===== src/common/bpr_pkg.sv =====
// Shared constants for the bus monitor packet recorder.
// Assumes a 25 MHz clock and a Wishbone slave with word-indexed registers.
package bpr_pkg;
	// Register indexes; the byte address is four times the index.
	localparam logic [5:0] IDX_CONFIG = 6'h29;
	localparam logic [5:0] IDX_MSG_LIMIT = 6'h2a;
	localparam logic [5:0] IDX_LIST_BASE = 6'h2f;
	localparam logic [5:0] IDX_NEXT_PTR = 6'h30;
	localparam logic [5:0] IDX_LAST_ADDR = 6'h31;
	localparam logic [5:0] IDX_CONTROL = 6'h32;
	localparam logic [5:0] IDX_IRQ_STATUS = 6'h33;
	localparam logic [5:0] IDX_IRQ_MASK = 6'h34;
	// Configuration field positions.
	localparam int CFG_FORMAT = 0;
	localparam int CFG_CHECKSUM = 1;
	localparam int CFG_EXT_FLAGS = 2;
	localparam int CFG_HT_DISABLE = 3;
	localparam int CFG_CONT_INVALID = 4;
	localparam int CFG_SRR_LO = 5;
	localparam int CFG_SRR_HI = 6;
	localparam int CFG_WIDTH = 7;
	localparam logic [CFG_WIDTH-1:0] CFG_RESET = 7'h00;
	localparam int CTRL_SOFT_RESET = 0;
	// Interrupt status bit positions.
	localparam int IRQ_MSG_DONE = 0;
	localparam int IRQ_PKT_READY = 1;
	localparam int IRQ_MSG_ABORT = 2;
	localparam int IRQ_WIDTH = 3;
	// Reset values.
	localparam logic [15:0] LIST_BASE_RESET = 16'h00b0;
	localparam logic [15:0] MSG_LIMIT_RESET = 16'h0000;
	// Buffer layout in words.
	localparam logic [15:0] PKT_HDR_WORDS = 16'h000e;
	localparam logic [3:0] PKT_HDR_LAST = 4'hd;
	localparam logic [15:0] MSG_HDR_WORDS = 16'h0007;
	localparam logic [2:0] MSG_HDR_LAST = 3'h6;
	localparam logic [15:0] BSW_OFFSET = 16'h0004;
	// Packet sync word; value is arbitrary.
	localparam logic [15:0] PKT_SYNC_WORD = 16'h5a5a;
	// Block status word flags; bits 0 and 1 are reserved unless extended.
	localparam int BSW_WORD_ERR = 9;
	localparam int BSW_TIMEOUT = 10;
	localparam int BSW_X_CONTINUED = 0;
	localparam int BSW_X_DATA_SYNC = 1;
	localparam int TIME_WIDTH = 48;
	typedef enum logic [2:0] {ST_IDLE, ST_REC, ST_MSGHDR, ST_TRAIL, ST_PKTHDR} bpr_state_type;
endpackage : bpr_pkg


===== src/core/bpr_msg_count.sv =====
// Per-packet message counter with the end-of-packet limit compare.
// Assumes single-cycle increment and clear strobes from the recorder.
module bpr_msg_count import bpr_pkg::*; (
	input wire logic clk_i,
	input wire logic rst_i,
	input wire logic clr_i,
	input wire logic inc_i,
	input wire logic [15:0] limit_i,
	output logic [15:0] count_o,
	output logic reached_o
);
	// A zero limit never ends a packet, so it disables this criterion.
	assign reached_o = (limit_i != 16'h0000) && ((count_o + 16'h0001) >= limit_i);

	// Clear wins over increment so a finalized packet restarts from zero.
	always_ff @(posedge clk_i) begin
		if (rst_i || clr_i) begin
			count_o <= 16'h0000;
		end else if (inc_i) begin
			count_o <= count_o + 16'h0001;
		end
	end
endmodule : bpr_msg_count


===== src/core/bpr_checksum.sv =====
// Sixteen-bit additive checksum over the packet body.
// Assumes the recorder strobes add_i once per body word written.
module bpr_checksum import bpr_pkg::*; (
	input wire logic clk_i,
	input wire logic rst_i,
	input wire logic clr_i,
	input wire logic add_i,
	input wire logic [15:0] word_i,
	output logic [15:0] sum_o
);
	// The sum wraps modulo 2^16 as a plain word tally.
	always_ff @(posedge clk_i) begin
		if (rst_i || clr_i) begin
			sum_o <= 16'h0000;
		end else if (add_i) begin
			sum_o <= sum_o + word_i;
		end
	end
endmodule : bpr_checksum


===== src/core/bpr_recorder.sv =====
// Packet recorder of a bus monitor: registers, pointers and packet framing.
// Assumes an upstream word decoder that pulses one strobe per decoded word.
module bpr_recorder import bpr_pkg::*; (
	input wire logic clk_i,
	input wire logic rst_i,
	input wire logic [7:0] adr_i,
	input wire logic [31:0] dat_i,
	output logic [31:0] dat_o,
	input wire logic we_i,
	input wire logic [3:0] sel_i,
	input wire logic cyc_i,
	input wire logic stb_i,
	output logic ack_o,
	input wire logic word_valid_i,
	input wire logic word_cmd_sync_i,
	input wire logic word_parity_ok_i,
	input wire logic word_invalid_i,
	input wire logic [15:0] word_data_i,
	input wire logic msg_done_i,
	input wire logic msg_timeout_i,
	input wire logic [15:0] buffer_start_i,
	output logic ram_we_o,
	output logic [15:0] ram_addr_o,
	output logic [15:0] ram_data_o,
	output logic [15:0] packet_start_o,
	output logic irq_o
);
	logic [CFG_WIDTH-1:0] cfg;
	logic [15:0] msg_limit;
	logic [15:0] list_base;
	logic [15:0] next_ptr;
	logic [15:0] last_addr;
	logic [IRQ_WIDTH-1:0] irq_stat;
	logic [IRQ_WIDTH-1:0] irq_mask;
	bpr_state_type state;
	logic [15:0] wptr;
	logic [15:0] msg_base;
	logic [15:0] pkt_start;
	logic have_start;
	logic have_body;
	logic [3:0] idx;
	logic [15:0] word_cnt;
	logic [TIME_WIDTH-1:0] time_tag;
	logic [TIME_WIDTH-1:0] msg_time;
	logic flag_word_err;
	logic flag_timeout;
	logic flag_data_sync;
	logic [15:0] msg_count;
	logic limit_reached;
	logic [15:0] cksum;

	// Bus decode is combinational; the ack itself is registered.
	wire bus_req = cyc_i && stb_i && !ack_o;
	wire bus_wr = bus_req && we_i;
	wire [5:0] bus_idx = adr_i[7:2];
	wire wr_cfg = bus_wr && (bus_idx == IDX_CONFIG);
	wire wr_limit = bus_wr && (bus_idx == IDX_MSG_LIMIT);
	wire wr_base = bus_wr && (bus_idx == IDX_LIST_BASE);
	wire wr_ctrl = bus_wr && (bus_idx == IDX_CONTROL);
	wire wr_stat = bus_wr && (bus_idx == IDX_IRQ_STATUS);
	wire wr_mask = bus_wr && (bus_idx == IDX_IRQ_MASK);
	wire soft_rst = wr_ctrl && sel_i[0] && dat_i[CTRL_SOFT_RESET];

	// Only the low two byte lanes carry data; upper lanes read zero.
	function automatic logic [15:0] merge(input logic [15:0] old, input logic [31:0] d,
		input logic [3:0] s);
		merge = {s[1] ? d[15:8] : old[15:8], s[0] ? d[7:0] : old[7:0]};
	endfunction : merge
	wire [15:0] cfg_merged = merge({9'h000, cfg}, dat_i, sel_i);
	// Configuration decode.
	wire pkt_mode = !cfg[CFG_FORMAT];
	wire ht_on = !cfg[CFG_HT_DISABLE];
	wire cks_on = ht_on && cfg[CFG_CHECKSUM];
	wire cont_inv = cfg[CFG_CONT_INVALID];
	wire ext_on = cfg[CFG_EXT_FLAGS];
	wire [1:0] srr = cfg[CFG_SRR_HI:CFG_SRR_LO];

	// Start test: code 00 demands command sync, other codes also take data sync.
	wire sync_ok = word_cmd_sync_i || (srr != 2'b00);
	wire start_ok = pkt_mode && word_valid_i && word_parity_ok_i && sync_ok;

	// A fresh packet reserves header room only when headers are generated.
	wire [15:0] hdr_off = ht_on ? PKT_HDR_WORDS : 16'h0000;
	wire [15:0] pkt_base = have_start ? pkt_start : buffer_start_i;
	wire [15:0] new_base = (word_cnt == 16'h0000 && msg_count == 16'h0000 && !have_body) ?
		pkt_base + hdr_off : wptr;

	// Message end and completion strobes.
	wire rec_end = (state == ST_REC) && (msg_done_i || msg_timeout_i);
	wire abort = (state == ST_REC) && word_invalid_i && !cont_inv && !rec_end;
	wire store_inv = (state == ST_REC) && word_invalid_i && cont_inv;
	wire msg_cmpl = (state == ST_MSGHDR) && (idx[2:0] == MSG_HDR_LAST);
	wire pkt_fin = msg_cmpl && limit_reached && pkt_mode;
	wire hdr_done = (state == ST_PKTHDR) && (idx == PKT_HDR_LAST);
	wire pkt_closed = (pkt_fin && !ht_on) || hdr_done;

	// Block status word: reserved positions only carry flags when extended.
	wire [15:0] bsw_std = ({15'h0000, flag_word_err} << BSW_WORD_ERR) |
		({15'h0000, flag_timeout} << BSW_TIMEOUT);
	wire [15:0] bsw_ext = ({15'h0000, cont_inv && flag_word_err} << BSW_X_CONTINUED) |
		({15'h0000, flag_data_sync} << BSW_X_DATA_SYNC);
	wire [15:0] bsw = ext_on ? (bsw_std | bsw_ext) : bsw_std;

	// Per-message header: time tag, pad, status, gap, byte length.
	logic [15:0] msg_hdr_word;
	always_comb begin
		case (idx[2:0])
			3'h0: msg_hdr_word = msg_time[15:0];
			3'h1: msg_hdr_word = msg_time[31:16];
			3'h2: msg_hdr_word = msg_time[47:32];
			3'h4: msg_hdr_word = bsw;
			3'h6: msg_hdr_word = {word_cnt[14:0], 1'b0};
			default: msg_hdr_word = 16'h0000;
		endcase
	end

	// Packet header: sync, body length, message count, start time of the last message.
	wire [15:0] body_len = wptr - pkt_start - PKT_HDR_WORDS;
	logic [15:0] pkt_hdr_word;
	always_comb begin
		case (idx)
			4'h0: pkt_hdr_word = PKT_SYNC_WORD;
			4'h2: pkt_hdr_word = body_len;
			4'h3: pkt_hdr_word = msg_count;
			4'h5: pkt_hdr_word = msg_time[15:0];
			4'h6: pkt_hdr_word = msg_time[31:16];
			4'h7: pkt_hdr_word = msg_time[47:32];
			default: pkt_hdr_word = 16'h0000;
		endcase
	end

	// Body words feed the checksum; the header and trailer do not.
	wire body_wr = (state == ST_REC && word_valid_i && !rec_end) || (store_inv && !rec_end) ||
		(state == ST_MSGHDR) || (state == ST_IDLE && start_ok);
	wire [15:0] body_word = (state == ST_MSGHDR) ? msg_hdr_word : word_data_i;

	bpr_msg_count u_count (
		.clk_i(clk_i),
		.rst_i(rst_i),
		.clr_i(soft_rst || pkt_closed),
		.inc_i(msg_cmpl),
		.limit_i(msg_limit),
		.count_o(msg_count),
		.reached_o(limit_reached)
	);

	bpr_checksum u_cksum (
		.clk_i(clk_i),
		.rst_i(rst_i),
		.clr_i(soft_rst || pkt_closed),
		.add_i(body_wr && cks_on && !abort),
		.word_i(body_word),
		.sum_o(cksum)
	);

	// Host registers; master reset only, soft reset leaves them alone.
	always_ff @(posedge clk_i) begin
		if (rst_i) begin
			cfg <= CFG_RESET;
			msg_limit <= MSG_LIMIT_RESET;
			list_base <= LIST_BASE_RESET;
			irq_mask <= '0;
		end else begin
			if (wr_cfg) cfg <= cfg_merged[CFG_WIDTH-1:0];
			if (wr_limit) msg_limit <= merge(msg_limit, dat_i, sel_i);
			if (wr_base) list_base <= merge(list_base, dat_i, sel_i);
			if (wr_mask && sel_i[0]) irq_mask <= dat_i[IRQ_WIDTH-1:0];
		end
	end

	// Sticky events; a new event in the clearing cycle survives the clear.
	wire [IRQ_WIDTH-1:0] irq_set = {abort, pkt_closed, msg_cmpl};
	wire [IRQ_WIDTH-1:0] irq_clr = (wr_stat && sel_i[0]) ? dat_i[IRQ_WIDTH-1:0] : '0;
	always_ff @(posedge clk_i) begin
		if (rst_i) begin
			irq_stat <= '0;
		end else begin
			irq_stat <= (irq_stat & ~irq_clr) | irq_set;
		end
	end
	assign irq_o = |(irq_stat & irq_mask);

	// Read mux; unmapped indexes read zero and are still acknowledged.
	wire [15:0] rd_word =
		(bus_idx == IDX_CONFIG) ? {9'h000, cfg} :
		(bus_idx == IDX_MSG_LIMIT) ? msg_limit :
		(bus_idx == IDX_LIST_BASE) ? list_base :
		(bus_idx == IDX_NEXT_PTR) ? next_ptr :
		(bus_idx == IDX_LAST_ADDR) ? last_addr :
		(bus_idx == IDX_IRQ_STATUS) ? {13'h0000, irq_stat} :
		(bus_idx == IDX_IRQ_MASK) ? {13'h0000, irq_mask} : 16'h0000;

	// One wait state: ack follows the request by one edge and lasts one cycle.
	always_ff @(posedge clk_i) begin
		if (rst_i) begin
			ack_o <= 1'b0;
			dat_o <= 32'h0000_0000;
		end else begin
			ack_o <= bus_req;
			dat_o <= {16'h0000, rd_word};
		end
	end

	// Free-running 48-bit time base for packet mode.
	always_ff @(posedge clk_i) begin
		if (rst_i) time_tag <= '0;
		else time_tag <= time_tag + 48'h0000_0000_0001;
	end

	// Pointer registers: touched only at message completion or by resets.
	always_ff @(posedge clk_i) begin
		if (rst_i || soft_rst) begin
			next_ptr <= 16'h0000;
			last_addr <= 16'h0000;
		end else if (msg_cmpl) begin
			next_ptr <= wptr + BSW_OFFSET;
			last_addr <= msg_base + BSW_OFFSET;
		end
	end

	// Recording sequencer and RAM write port.
	always_ff @(posedge clk_i) begin
		if (rst_i || soft_rst) begin
			state <= ST_IDLE;
			wptr <= 16'h0000;
			msg_base <= 16'h0000;
			pkt_start <= 16'h0000;
			have_start <= 1'b0;
			have_body <= 1'b0;
			idx <= 4'h0;
			word_cnt <= 16'h0000;
			msg_time <= '0;
			flag_word_err <= 1'b0;
			flag_timeout <= 1'b0;
			flag_data_sync <= 1'b0;
			ram_we_o <= 1'b0;
			ram_addr_o <= 16'h0000;
			ram_data_o <= 16'h0000;
		end else begin
			ram_we_o <= 1'b0;
			case (state)
				ST_IDLE: begin
					if (start_ok) begin
						pkt_start <= have_body ? pkt_start : pkt_base;
						have_start <= 1'b1;
						msg_base <= new_base;
						msg_time <= time_tag;
						flag_word_err <= 1'b0;
						flag_timeout <= 1'b0;
						flag_data_sync <= !word_cmd_sync_i;
						word_cnt <= 16'h0001;
						ram_we_o <= 1'b1;
						ram_addr_o <= new_base + MSG_HDR_WORDS;
						ram_data_o <= word_data_i;
						wptr <= new_base + MSG_HDR_WORDS + 16'h0001;
						state <= ST_REC;
					end
				end
				ST_REC: begin
					if (rec_end) begin
						flag_timeout <= msg_timeout_i;
						idx <= 4'h0;
						state <= ST_MSGHDR;
					end else if (abort) begin
						wptr <= msg_base;
						word_cnt <= 16'h0000;
						state <= ST_IDLE;
					end else if (word_valid_i || store_inv) begin
						flag_word_err <= flag_word_err || store_inv;
						word_cnt <= word_cnt + 16'h0001;
						ram_we_o <= 1'b1;
						ram_addr_o <= wptr;
						ram_data_o <= word_data_i;
						wptr <= wptr + 16'h0001;
					end
				end
				ST_MSGHDR: begin
					// Seven header words plus a bare command give eight words.
					ram_we_o <= 1'b1;
					ram_addr_o <= msg_base + {12'h000, idx};
					ram_data_o <= msg_hdr_word;
					idx <= idx + 4'h1;
					if (msg_cmpl) begin
						have_body <= 1'b1;
						word_cnt <= 16'h0000;
						idx <= 4'h0;
						if (pkt_fin && ht_on) begin
							state <= ST_TRAIL;
						end else begin
							state <= ST_IDLE;
						end
						if (pkt_fin && !ht_on) begin
							pkt_start <= wptr;
							have_body <= 1'b0;
						end
					end
				end
				ST_TRAIL: begin
					ram_we_o <= 1'b1;
					ram_addr_o <= wptr;
					ram_data_o <= cks_on ? cksum : 16'h0000;
					wptr <= wptr + 16'h0001;
					state <= ST_PKTHDR;
				end
				ST_PKTHDR: begin
					ram_we_o <= 1'b1;
					ram_addr_o <= pkt_start + {12'h000, idx};
					ram_data_o <= pkt_hdr_word;
					idx <= idx + 4'h1;
					if (hdr_done) begin
						pkt_start <= wptr;
						have_body <= 1'b0;
						idx <= 4'h0;
						state <= ST_IDLE;
					end
				end
				default: state <= ST_IDLE;
			endcase
		end
	end
	assign packet_start_o = pkt_start;

	// Checks on the guarded behaviour.
	a_ack_one_cycle: assert property (@(posedge clk_i) disable iff (rst_i)
		ack_o |=> !ack_o) else $error("ack held over one cycle");
	a_base_reset_value: assert property (@(posedge clk_i) disable iff (rst_i)
		$fell(rst_i) |-> list_base == 16'h00b0) else $error("list base reset wrong");
	a_next_ptr_cause: assert property (@(posedge clk_i) disable iff (rst_i)
		!$stable(next_ptr) |-> $past(msg_cmpl) || $past(soft_rst) || $past(rst_i))
		else $error("next pointer moved without completion");
	a_last_addr_bsw: assert property (@(posedge clk_i) disable iff (rst_i)
		msg_cmpl && !soft_rst |=> last_addr == $past(msg_base) + 16'h0004)
		else $error("last address not block status word");
	a_invalid_abort: assert property (@(posedge clk_i) disable iff (rst_i)
		abort && !soft_rst |=> state == ST_IDLE && !ram_we_o)
		else $error("invalid word not aborted");
	a_invalid_stored: assert property (@(posedge clk_i) disable iff (rst_i)
		store_inv && !rec_end && !soft_rst |=> ram_we_o && ram_data_o == $past(word_data_i))
		else $error("invalid word not stored");
	a_count_restart: assert property (@(posedge clk_i) disable iff (rst_i)
		pkt_closed |=> msg_count == 16'h0000) else $error("count not restarted");
	a_header_length: assert property (@(posedge clk_i) disable iff (rst_i)
		state == ST_TRAIL && !soft_rst |=> (state == ST_PKTHDR && ram_we_o)[*8])
		else $error("packet header too short");
	a_trailer_cksum: assert property (@(posedge clk_i) disable iff (rst_i)
		state == ST_TRAIL && !soft_rst |=> ram_data_o == (cfg[1] ? $past(cksum) : 16'h0000))
		else $error("trailer checksum wrong");
	a_start_needs_word: assert property (@(posedge clk_i) disable iff (rst_i)
		state == ST_IDLE ##1 state == ST_REC |-> $past(start_ok))
		else $error("recording started without valid word");
	a_limit_finalize: assert property (@(posedge clk_i) disable iff (rst_i)
		msg_cmpl && msg_limit == 16'h0000 |-> !pkt_fin)
		else $error("zero limit finalized a packet");
endmodule : bpr_recorder


===== config.mk =====
export PLATFORM = sky130hd
export DESIGN_NAME = bpr_recorder
export DESIGN_NICKNAME = d
export VERILOG_FILES = /design/src/common/bpr_pkg.sv /design/src/core/bpr_msg_count.sv /design/src/core/bpr_checksum.sv /design/src/core/bpr_recorder.sv
export SDC_FILE = /design/constraint.sdc
export NUM_CORES = 1
export LEC_CHECK = 0
export ABC_AREA = 1
export BUFFER_PORTS_ARGS = -buffer_cell sky130_fd_sc_hd__buf_2
export CORE_UTILIZATION = 50
export CTS_CLUSTER_SIZE = 16
export DETAILED_ROUTE_END_ITERATION = 16
export PLACE_DENSITY = 0.71
export SYNTH_ARGS = -nofsm -noshare
export SYNTH_HDL_FRONTEND = slang
export SYNTH_SLANG_ARGS = --single-unit

===== constraint.sdc =====
create_clock -name clk_i -period 3.7 [get_ports clk_i]
set_input_delay 0.37 -clock clk_i [delete_from_list [all_inputs] [get_ports clk_i]]
set_output_delay 0.37 -clock clk_i [all_outputs]
set_load 0.01 [all_outputs]

== Yosys cells after proc, flatten, opt, wreduce, memory -nomap -nowiden ==
Cells that the tools add are included.
Storage, ports and cells
  register bits: 347
  bits of input ports: 87
  word-level logic and storage cells: 246
Cells by class
  add/sub/neg operators: 15
  $lt $le $gt $ge: 1
  eq/ne operators: 33
  mux-type cells: 70
  bitwise logic cells: 7
  reductions and logical operators: 89
Operator list (number)
  $mux W16: 31
  $pmux W16 S5: 3
  $pmux W16 S3: 3
  $pmux W16 S6: 1
  $add A16 B1 Y16 const B: 4
  $add A16 B3 Y16 const B: 3
  $add A16 B4 Y16: 3
  $add A48 B1 Y48 const B: 1
  $eq A6 B6 Y1 const B: 8
  $logic_and A1 B1 Y1: 38
  $logic_not A16 Y1: 2
  $mux W3: 8
  $add A16 B16 Y16: 1
  $ge A16 B16 Y1: 1
  $mux W4: 4
  $reduce_bool A16 Y1: 1
  $sub A16 B16 Y16: 1
  $sub A16 B4 Y16 const B: 1
  $pmux W3 S5: 1
  $reduce_and A5 Y1: 3
  $ne A2 B2 Y1 const B: 7
  $reduce_and A2 Y1: 7
  $eq A4 B3 Y1 const B: 3
  $mux W1: 12
  32 further kinds: 68

== Longest topological paths before layout ==
  depth in word-level cells: 9
  depth in mapped cells: 31
  depth with buffers taken out: 29

== Cells and area by module ==
A second synthesis with hierarchy kept.
Unflattened totals
  cells, all modules: 3240
  area total of the unflattened synthesis: 21154.0 µm²
Modules (own cells, without submodules)
  bpr_recorder: instances 1, cells each 2752, area an instance 18177.4 µm²
  bpr_checksum: instances 1, cells each 271, area an instance 1564.0 µm²
  bpr_msg_count: instances 1, cells each 217, area an instance 1412.6 µm²

== Worst setup path after synthesis ==
No wires, ideal clock.
  path kind: flip-flop to flip-flop
  start point: register u_count.count_o[0]
  end point: register pkt_start[10], in the netlist packet_start_o[10]
  arrival: 3719 ps
  data required time: 3626 ps
  path slack: -93 ps
  stages on the path, launching flop included: 27
  path buffers: 1
  clock period less this slack: 3793 ps
  path through: dfxtp_1 > inv_1 > nor3_1 > inv_1 > nor3_1 > nand2_1 > nor4_1 > nand3_1 > nor3_1 > nand2_1 > xor2_1 > ha_1 > nand2_1 > inv_1 > nand3_1 > nor3_1 > nand3_1 > nand3_1 > nand4_1 > nor2_1 > inv_1 > nand2_1 > nand2_1 > inv_1 > buf_2 > o21ai_0 > a31oi_1
Between the ends
  longest elaborated chain between the ends: 8
RTL lines
  start, declared: line bpr_msg_count.sv:9  | output logic [15:0] count_o,
  start signal, assigned: line bpr_msg_count.sv:20  | count_o <= count_o + 16'h0001;
  $add A16 B1 Y16: line bpr_msg_count.sv:13  | assign reached_o = (limit_i != 16'h0000) && ((count_o + 16'h0001) >= limit_i);
  $ge A16 B16 Y1: line bpr_msg_count.sv:13
  $logic_and A1 B1 Y1: line bpr_msg_count.sv:13
  $logic_and A1 B1 Y1 (2 in series): line bpr_recorder.sv:93  | wire pkt_fin = msg_cmpl && limit_reached && pkt_mode;
  $logic_and A1 B1 Y1: line bpr_recorder.sv:292  | if (pkt_fin && !ht_on) begin
  $ne A2 B1 Y1 (no line)
  $reduce_and A6 Y1 (no line)
  end signal, assigned: line bpr_recorder.sv:244  | pkt_start <= have_body ? pkt_start : pkt_base;
  end signal, assigned: line bpr_recorder.sv:293  | pkt_start <= wptr;
  end signal, assigned: line bpr_recorder.sv:311  | pkt_start <= wptr;
  end, declared: line bpr_recorder.sv:38  | logic [15:0] pkt_start;
No other way between the ends.
A chain may end at the register's enable or synchronous reset.

== Worst setup path in the final report ==
  start point: register u_count.count_o[0]
  end point: register u_cksum.sum_o[4]
Between the ends
  longest elaborated chain between the ends: 9
RTL lines
  $add A16 B1 Y16: line bpr_msg_count.sv:13
  $ge A16 B16 Y1: line bpr_msg_count.sv:13
  $logic_and A1 B1 Y1: line bpr_msg_count.sv:13
  $logic_and A1 B1 Y1 (2 in series): line bpr_recorder.sv:93
  $logic_and A1 B1 Y1: line bpr_recorder.sv:95  | wire pkt_closed = (pkt_fin && !ht_on) || hdr_done;
  $logic_or A1 B1 Y1: line bpr_recorder.sv:95
  $logic_or A1 B1 Y1: line bpr_recorder.sv:150  | .clr_i(soft_rst || pkt_closed),
  $logic_or A1 B1 Y1: line bpr_checksum.sv:13  | if (rst_i || clr_i) begin
  end signal, assigned: line bpr_checksum.sv:16  | sum_o <= sum_o + word_i;
  end, declared: line bpr_checksum.sv:9  | output logic [15:0] sum_o
No other way between the ends.

==> results <==
- The run finished, with violations left.
- The final reports fail on negative setup slack.
- Setup repair after global routing could not meet its margin everywhere.
- The final core utilization is 0.605.
- In the post-route analysis, the smallest setup slack over all paths is -0.0355 ns.
- The hold violation count in the final report is 0.
- The critical path launch point type is a flip-flop.
- Yosys attributes the largest share of cell area to dfxtp_1, nand2_1, a21oi_1, inv_1, o21ai_0.
- The worst voltage drop across the vdd grid is between 0.5 and 0.6 mV.
- The number of iterations in the first detailed-routing pass is 6.
- The min-delay analysis places its worst path in the category in2reg.
- The via count of the first global-routing pass was 19948.
- The max-slew violation total from the final report is 0.
- Of the total synthesized cell area, the portion taken by XOR and XNOR cells is 0.0299.
- For this run, the top clock speed supported by timing is 0.268 GHz.
- Counting every instance in the synthesized netlist gives 3026.
- The detail route stage leaves a number of antenna-violating nets equal to 0.
- The share of the Yosys chip area taken by registers is 0.327.
- The worst slack at placement is -0.193 ns.
- The area growth from synthesis to layout is 19.1%.
- In this run the tightest slew margin relative to its limit is 0.218.
- The largest single stage delay on the critical path is between 0.3 and 0.4 ns.
- The HPWL after detailed placement is 54600 µm.
- The die is around 200 µm tall.
- The element type at the critical path end is a flip-flop.
- The die is 203 µm wide.
- After synthesis, the mean cell area works out to between 6 and 7 µm².
- The number of antenna violations at the first check in global routing was 0.
- The wire length of the first global-routing pass is 110000 µm.
- Port buffering added approximately 130 buffers.
- The floorplan has 73 rows.
- The placeable core area is 39800 µm².
- Counting both buffers and inverters, the worst setup path holds a total of 8.
- For the pin with the worst max-slew slack, the measured transition is 1.17 ns.
- The data arrival time of the worst path is 4.21 ns.
- The post-route DRC violation count is 0.
- The pin count of the biggest net entering global routing is between 70 and 80.
- Of the total synthesized cell area, the portion taken by AND, OR, NAND and NOR gates is 0.260.
- Of the total synthesized cell area, the portion taken by full adders, half adders and majority gates is 0.0534.
- The flip-flop and latch count after synthesis is around 330.
- The number of enable-type register cells in the synthesized netlist is 0.
- Setup violations remaining at the end of the flow were counted as 3.
- The critical setup path kind is reg2reg.
- After synthesis the cells add up to 20200 µm².
- The total global routing track utilization is 0.340.
- In this run, the number of DRC markers left after iteration 0 of detailed routing was 2109.
- The post-layout minimum cycle time is 3.74 ns.
- The number of nets in the finished design is roughly 3400.
- The largest fanout on the critical path is 8.
- The via count normalized by instance count is 5.71.
- After synthesis, the largest family of logic cells by area is simple AND/OR/NAND/NOR gates.
- The proportion of netlist area held by the largest area contributor is 0.327.
- The overflow left after global routing is 0.
- The compound-cell area share of the yosys netlist is 0.223.
- Counting along the longest clock path gives a buffer depth of 3.
- 0 antenna diodes ended up in the layout.
- The detailed router placed ~22000 vias in this run.
- The overall routed net length is 72600 µm.
- The most common cell after layout, fill and taps aside is nand2_1.
- Leaving out fill and tap cells, the most frequent cells in the layout are nand2_1, inv_1, dfxtp_1, a21oi_1, o21ai_0.
- The clock root buffer is clkbuf_16.
- The fraction of the cycle the final worst path needs is 1.01.
- In this run the critical register-to-register path is launched from u_count.count_o[0].
- For this design the top-level I/O count stands at 170.
- The number of hold-repair buffers added at the cts stage is 0.
- The cell family contributing the most delay on the critical path is simple AND/OR/NAND/NOR gates.
- At the end of routability-driven placement, the weighted congestion stood at 0.985.
- Among all flip-flop cells after synthesis, the most frequent one is dfxtp_1.
- The worst clock skew is 0.0302 ns.
- The number of warnings issued by yosys is 0.
- After detailed routing, the average wire length per cell comes to 19.2 µm.
- The initial utilization of the core area, before any placement, comes to 0.508.
- The full die area is 41300 µm².
- The critical-path cell with the highest stage delay is dfxtp_2.
- The cell leakage power is just over 10 nW.
- The share of async-settable or async-resettable flops after synthesis is 0.
- The mux share of post-synthesis cell area is 0.000989.
- The launching instance or port of the critical path is u_count.count_o[0].
- Clock latency on the worst-skew pair, taken at its later pin, is a little under 0.6 ns.
- TritonCTS built the clock tree.
- The largest area contributor in the netlist is dfxtp_1.
- The data required time of the critical path is around 4.2 ns.
- The layout has roughly 3800 filler cells.
- The total power divided by cell area is 722 nW/µm².
- The startpoint identified for the worst hold timing path is cyc_i.
- The number of max-cap violations is 0.
- The H-tree was split into 2 levels.
- The clock buffer count from CTS is 39.
- In the final layout, the share of cells above drive strength 1 is 0.163.
- The clock slew seen by the registers of the worst setup and hold paths is 0.06 ns.
- The number of clock sinks seen by CTS is 331.
- The number of distinct library cells after synthesis is 62.
## cells in the mapped netlist, types with 17 or more instances
cell      instances
a22oi_1          22
a21oi_1         289
nor3_1           57
nand2_2          23
xnor2_1          17
a211oi_1         41
nand2_1         689
nand4_1          22
buf_4            18
dfxtp_1         331
xor2_1           52
ha_1             80
nor2_1          225
clkbuf_1         97
a221oi_1         19
o21ai_0         262
a31oi_1          52
o22ai_1          29
inv_1           384
nand3_1         110
## timing repair
item | CTS | global route
pin swaps | 2 | 10
setup endpoints to repair | 48 | 64
resized for setup | 16 | 112
buffers inserted | 6 | 11
gates cloned | 0 | 6
## routing by layer
metal  share of wire  vias to the layer above  GRT usage
li1                -                    10488          -
met1            0.42                    10112      0.444
met2            0.45                      853      0.549
met3           0.073                      187     0.0476
met4           0.052                        0      0.171
met5               0                        -          0
## power by group
group	total, W	internal (W)	switching, W
registers	0.00437	0.00397	0.000401
logic	0.00892	0.00295	0.00597
clock network	0.00411	0.00245	0.00165
## tightest hold or removal path, stage by stage
cell	delay (ns)
buf_2	0.10
inv_1	0.06
nor4_1	0.04
## final timing paths
kind                      endpoint  slack [ns]  cells past startpoint
setup reg to reg  u_cksum.sum_o[4]       -0.04                     27
hold reg to reg              ack_o        0.45                      1
hold / removal               ack_o        0.03                      3
setup / recovery  u_cksum.sum_o[4]       -0.04                     27
## logic make-up (layout without fill, tap and decap cells)
family	Yosys count	in the layout
AND/OR/NAND/NOR	1212	1212
AO/OA/AOI/OAI	791	791
buffers and inverters	536	757
flip-flops	331	331
adder cells (fa/ha/maj)	84	84
XOR/XNOR	69	69
multiplexers	2	2
other	1	16
## registers in the layout, indices dropped and copies added (netlist names), 3 cells and up
name and cells:
msg_time 48, time_tag 48, dat_o 16, last_addr 16, list_base 16, msg_base 16, msg_limit 16, next_ptr 16
packet_start_o 16, ram_addr_o 16, ram_data_o 16, u_cksum.sum_o 16, u_count.count_o 16, word_cnt 16, wptr 16, cfg 7
idx 4, irq_mask 3, irq_stat 3, state 3
## stage by stage
step / total power [W] / cell area, µm² / TNS, ns / cells / hold slack (ns)
after floorplan: 0.0102 / 20300 / 0 / 3041 / 0.427
after global placement: 0.0126 / 22100 / -1.58 / 3698 / 0.426
after detailed placement: 0.0128 / 22100 / -5.58 / 3698 / 0.440
after CTS: 0.0169 / 23500 / 0 / 3772 / 0.0195
after global routing: 0.0185 / 24100 / -8.37 / 3787 / 0.0608
final: 0.0174 / 24100 / -0.0665 / 3787 / 0.0313
## cell type report
| class | count | area [µm²] | share of cell area |
|---|---|---|---|
| multi-input cells | 2174 | 12000 | 0.497 |
| flip-flops and latches | 331 | 6640 | 0.275 |
| repair buffers | 290 | 1970 | 0.0819 |
| inverters | 399 | 1510 | 0.0625 |
| clock buffers | 50 | 1100 | 0.0456 |
| well taps | 525 | 657 | 0.0273 |
| clock inverters | 18 | 249 | 0.0103 |
Note: power is estimated with default switching activity, not from simulation.
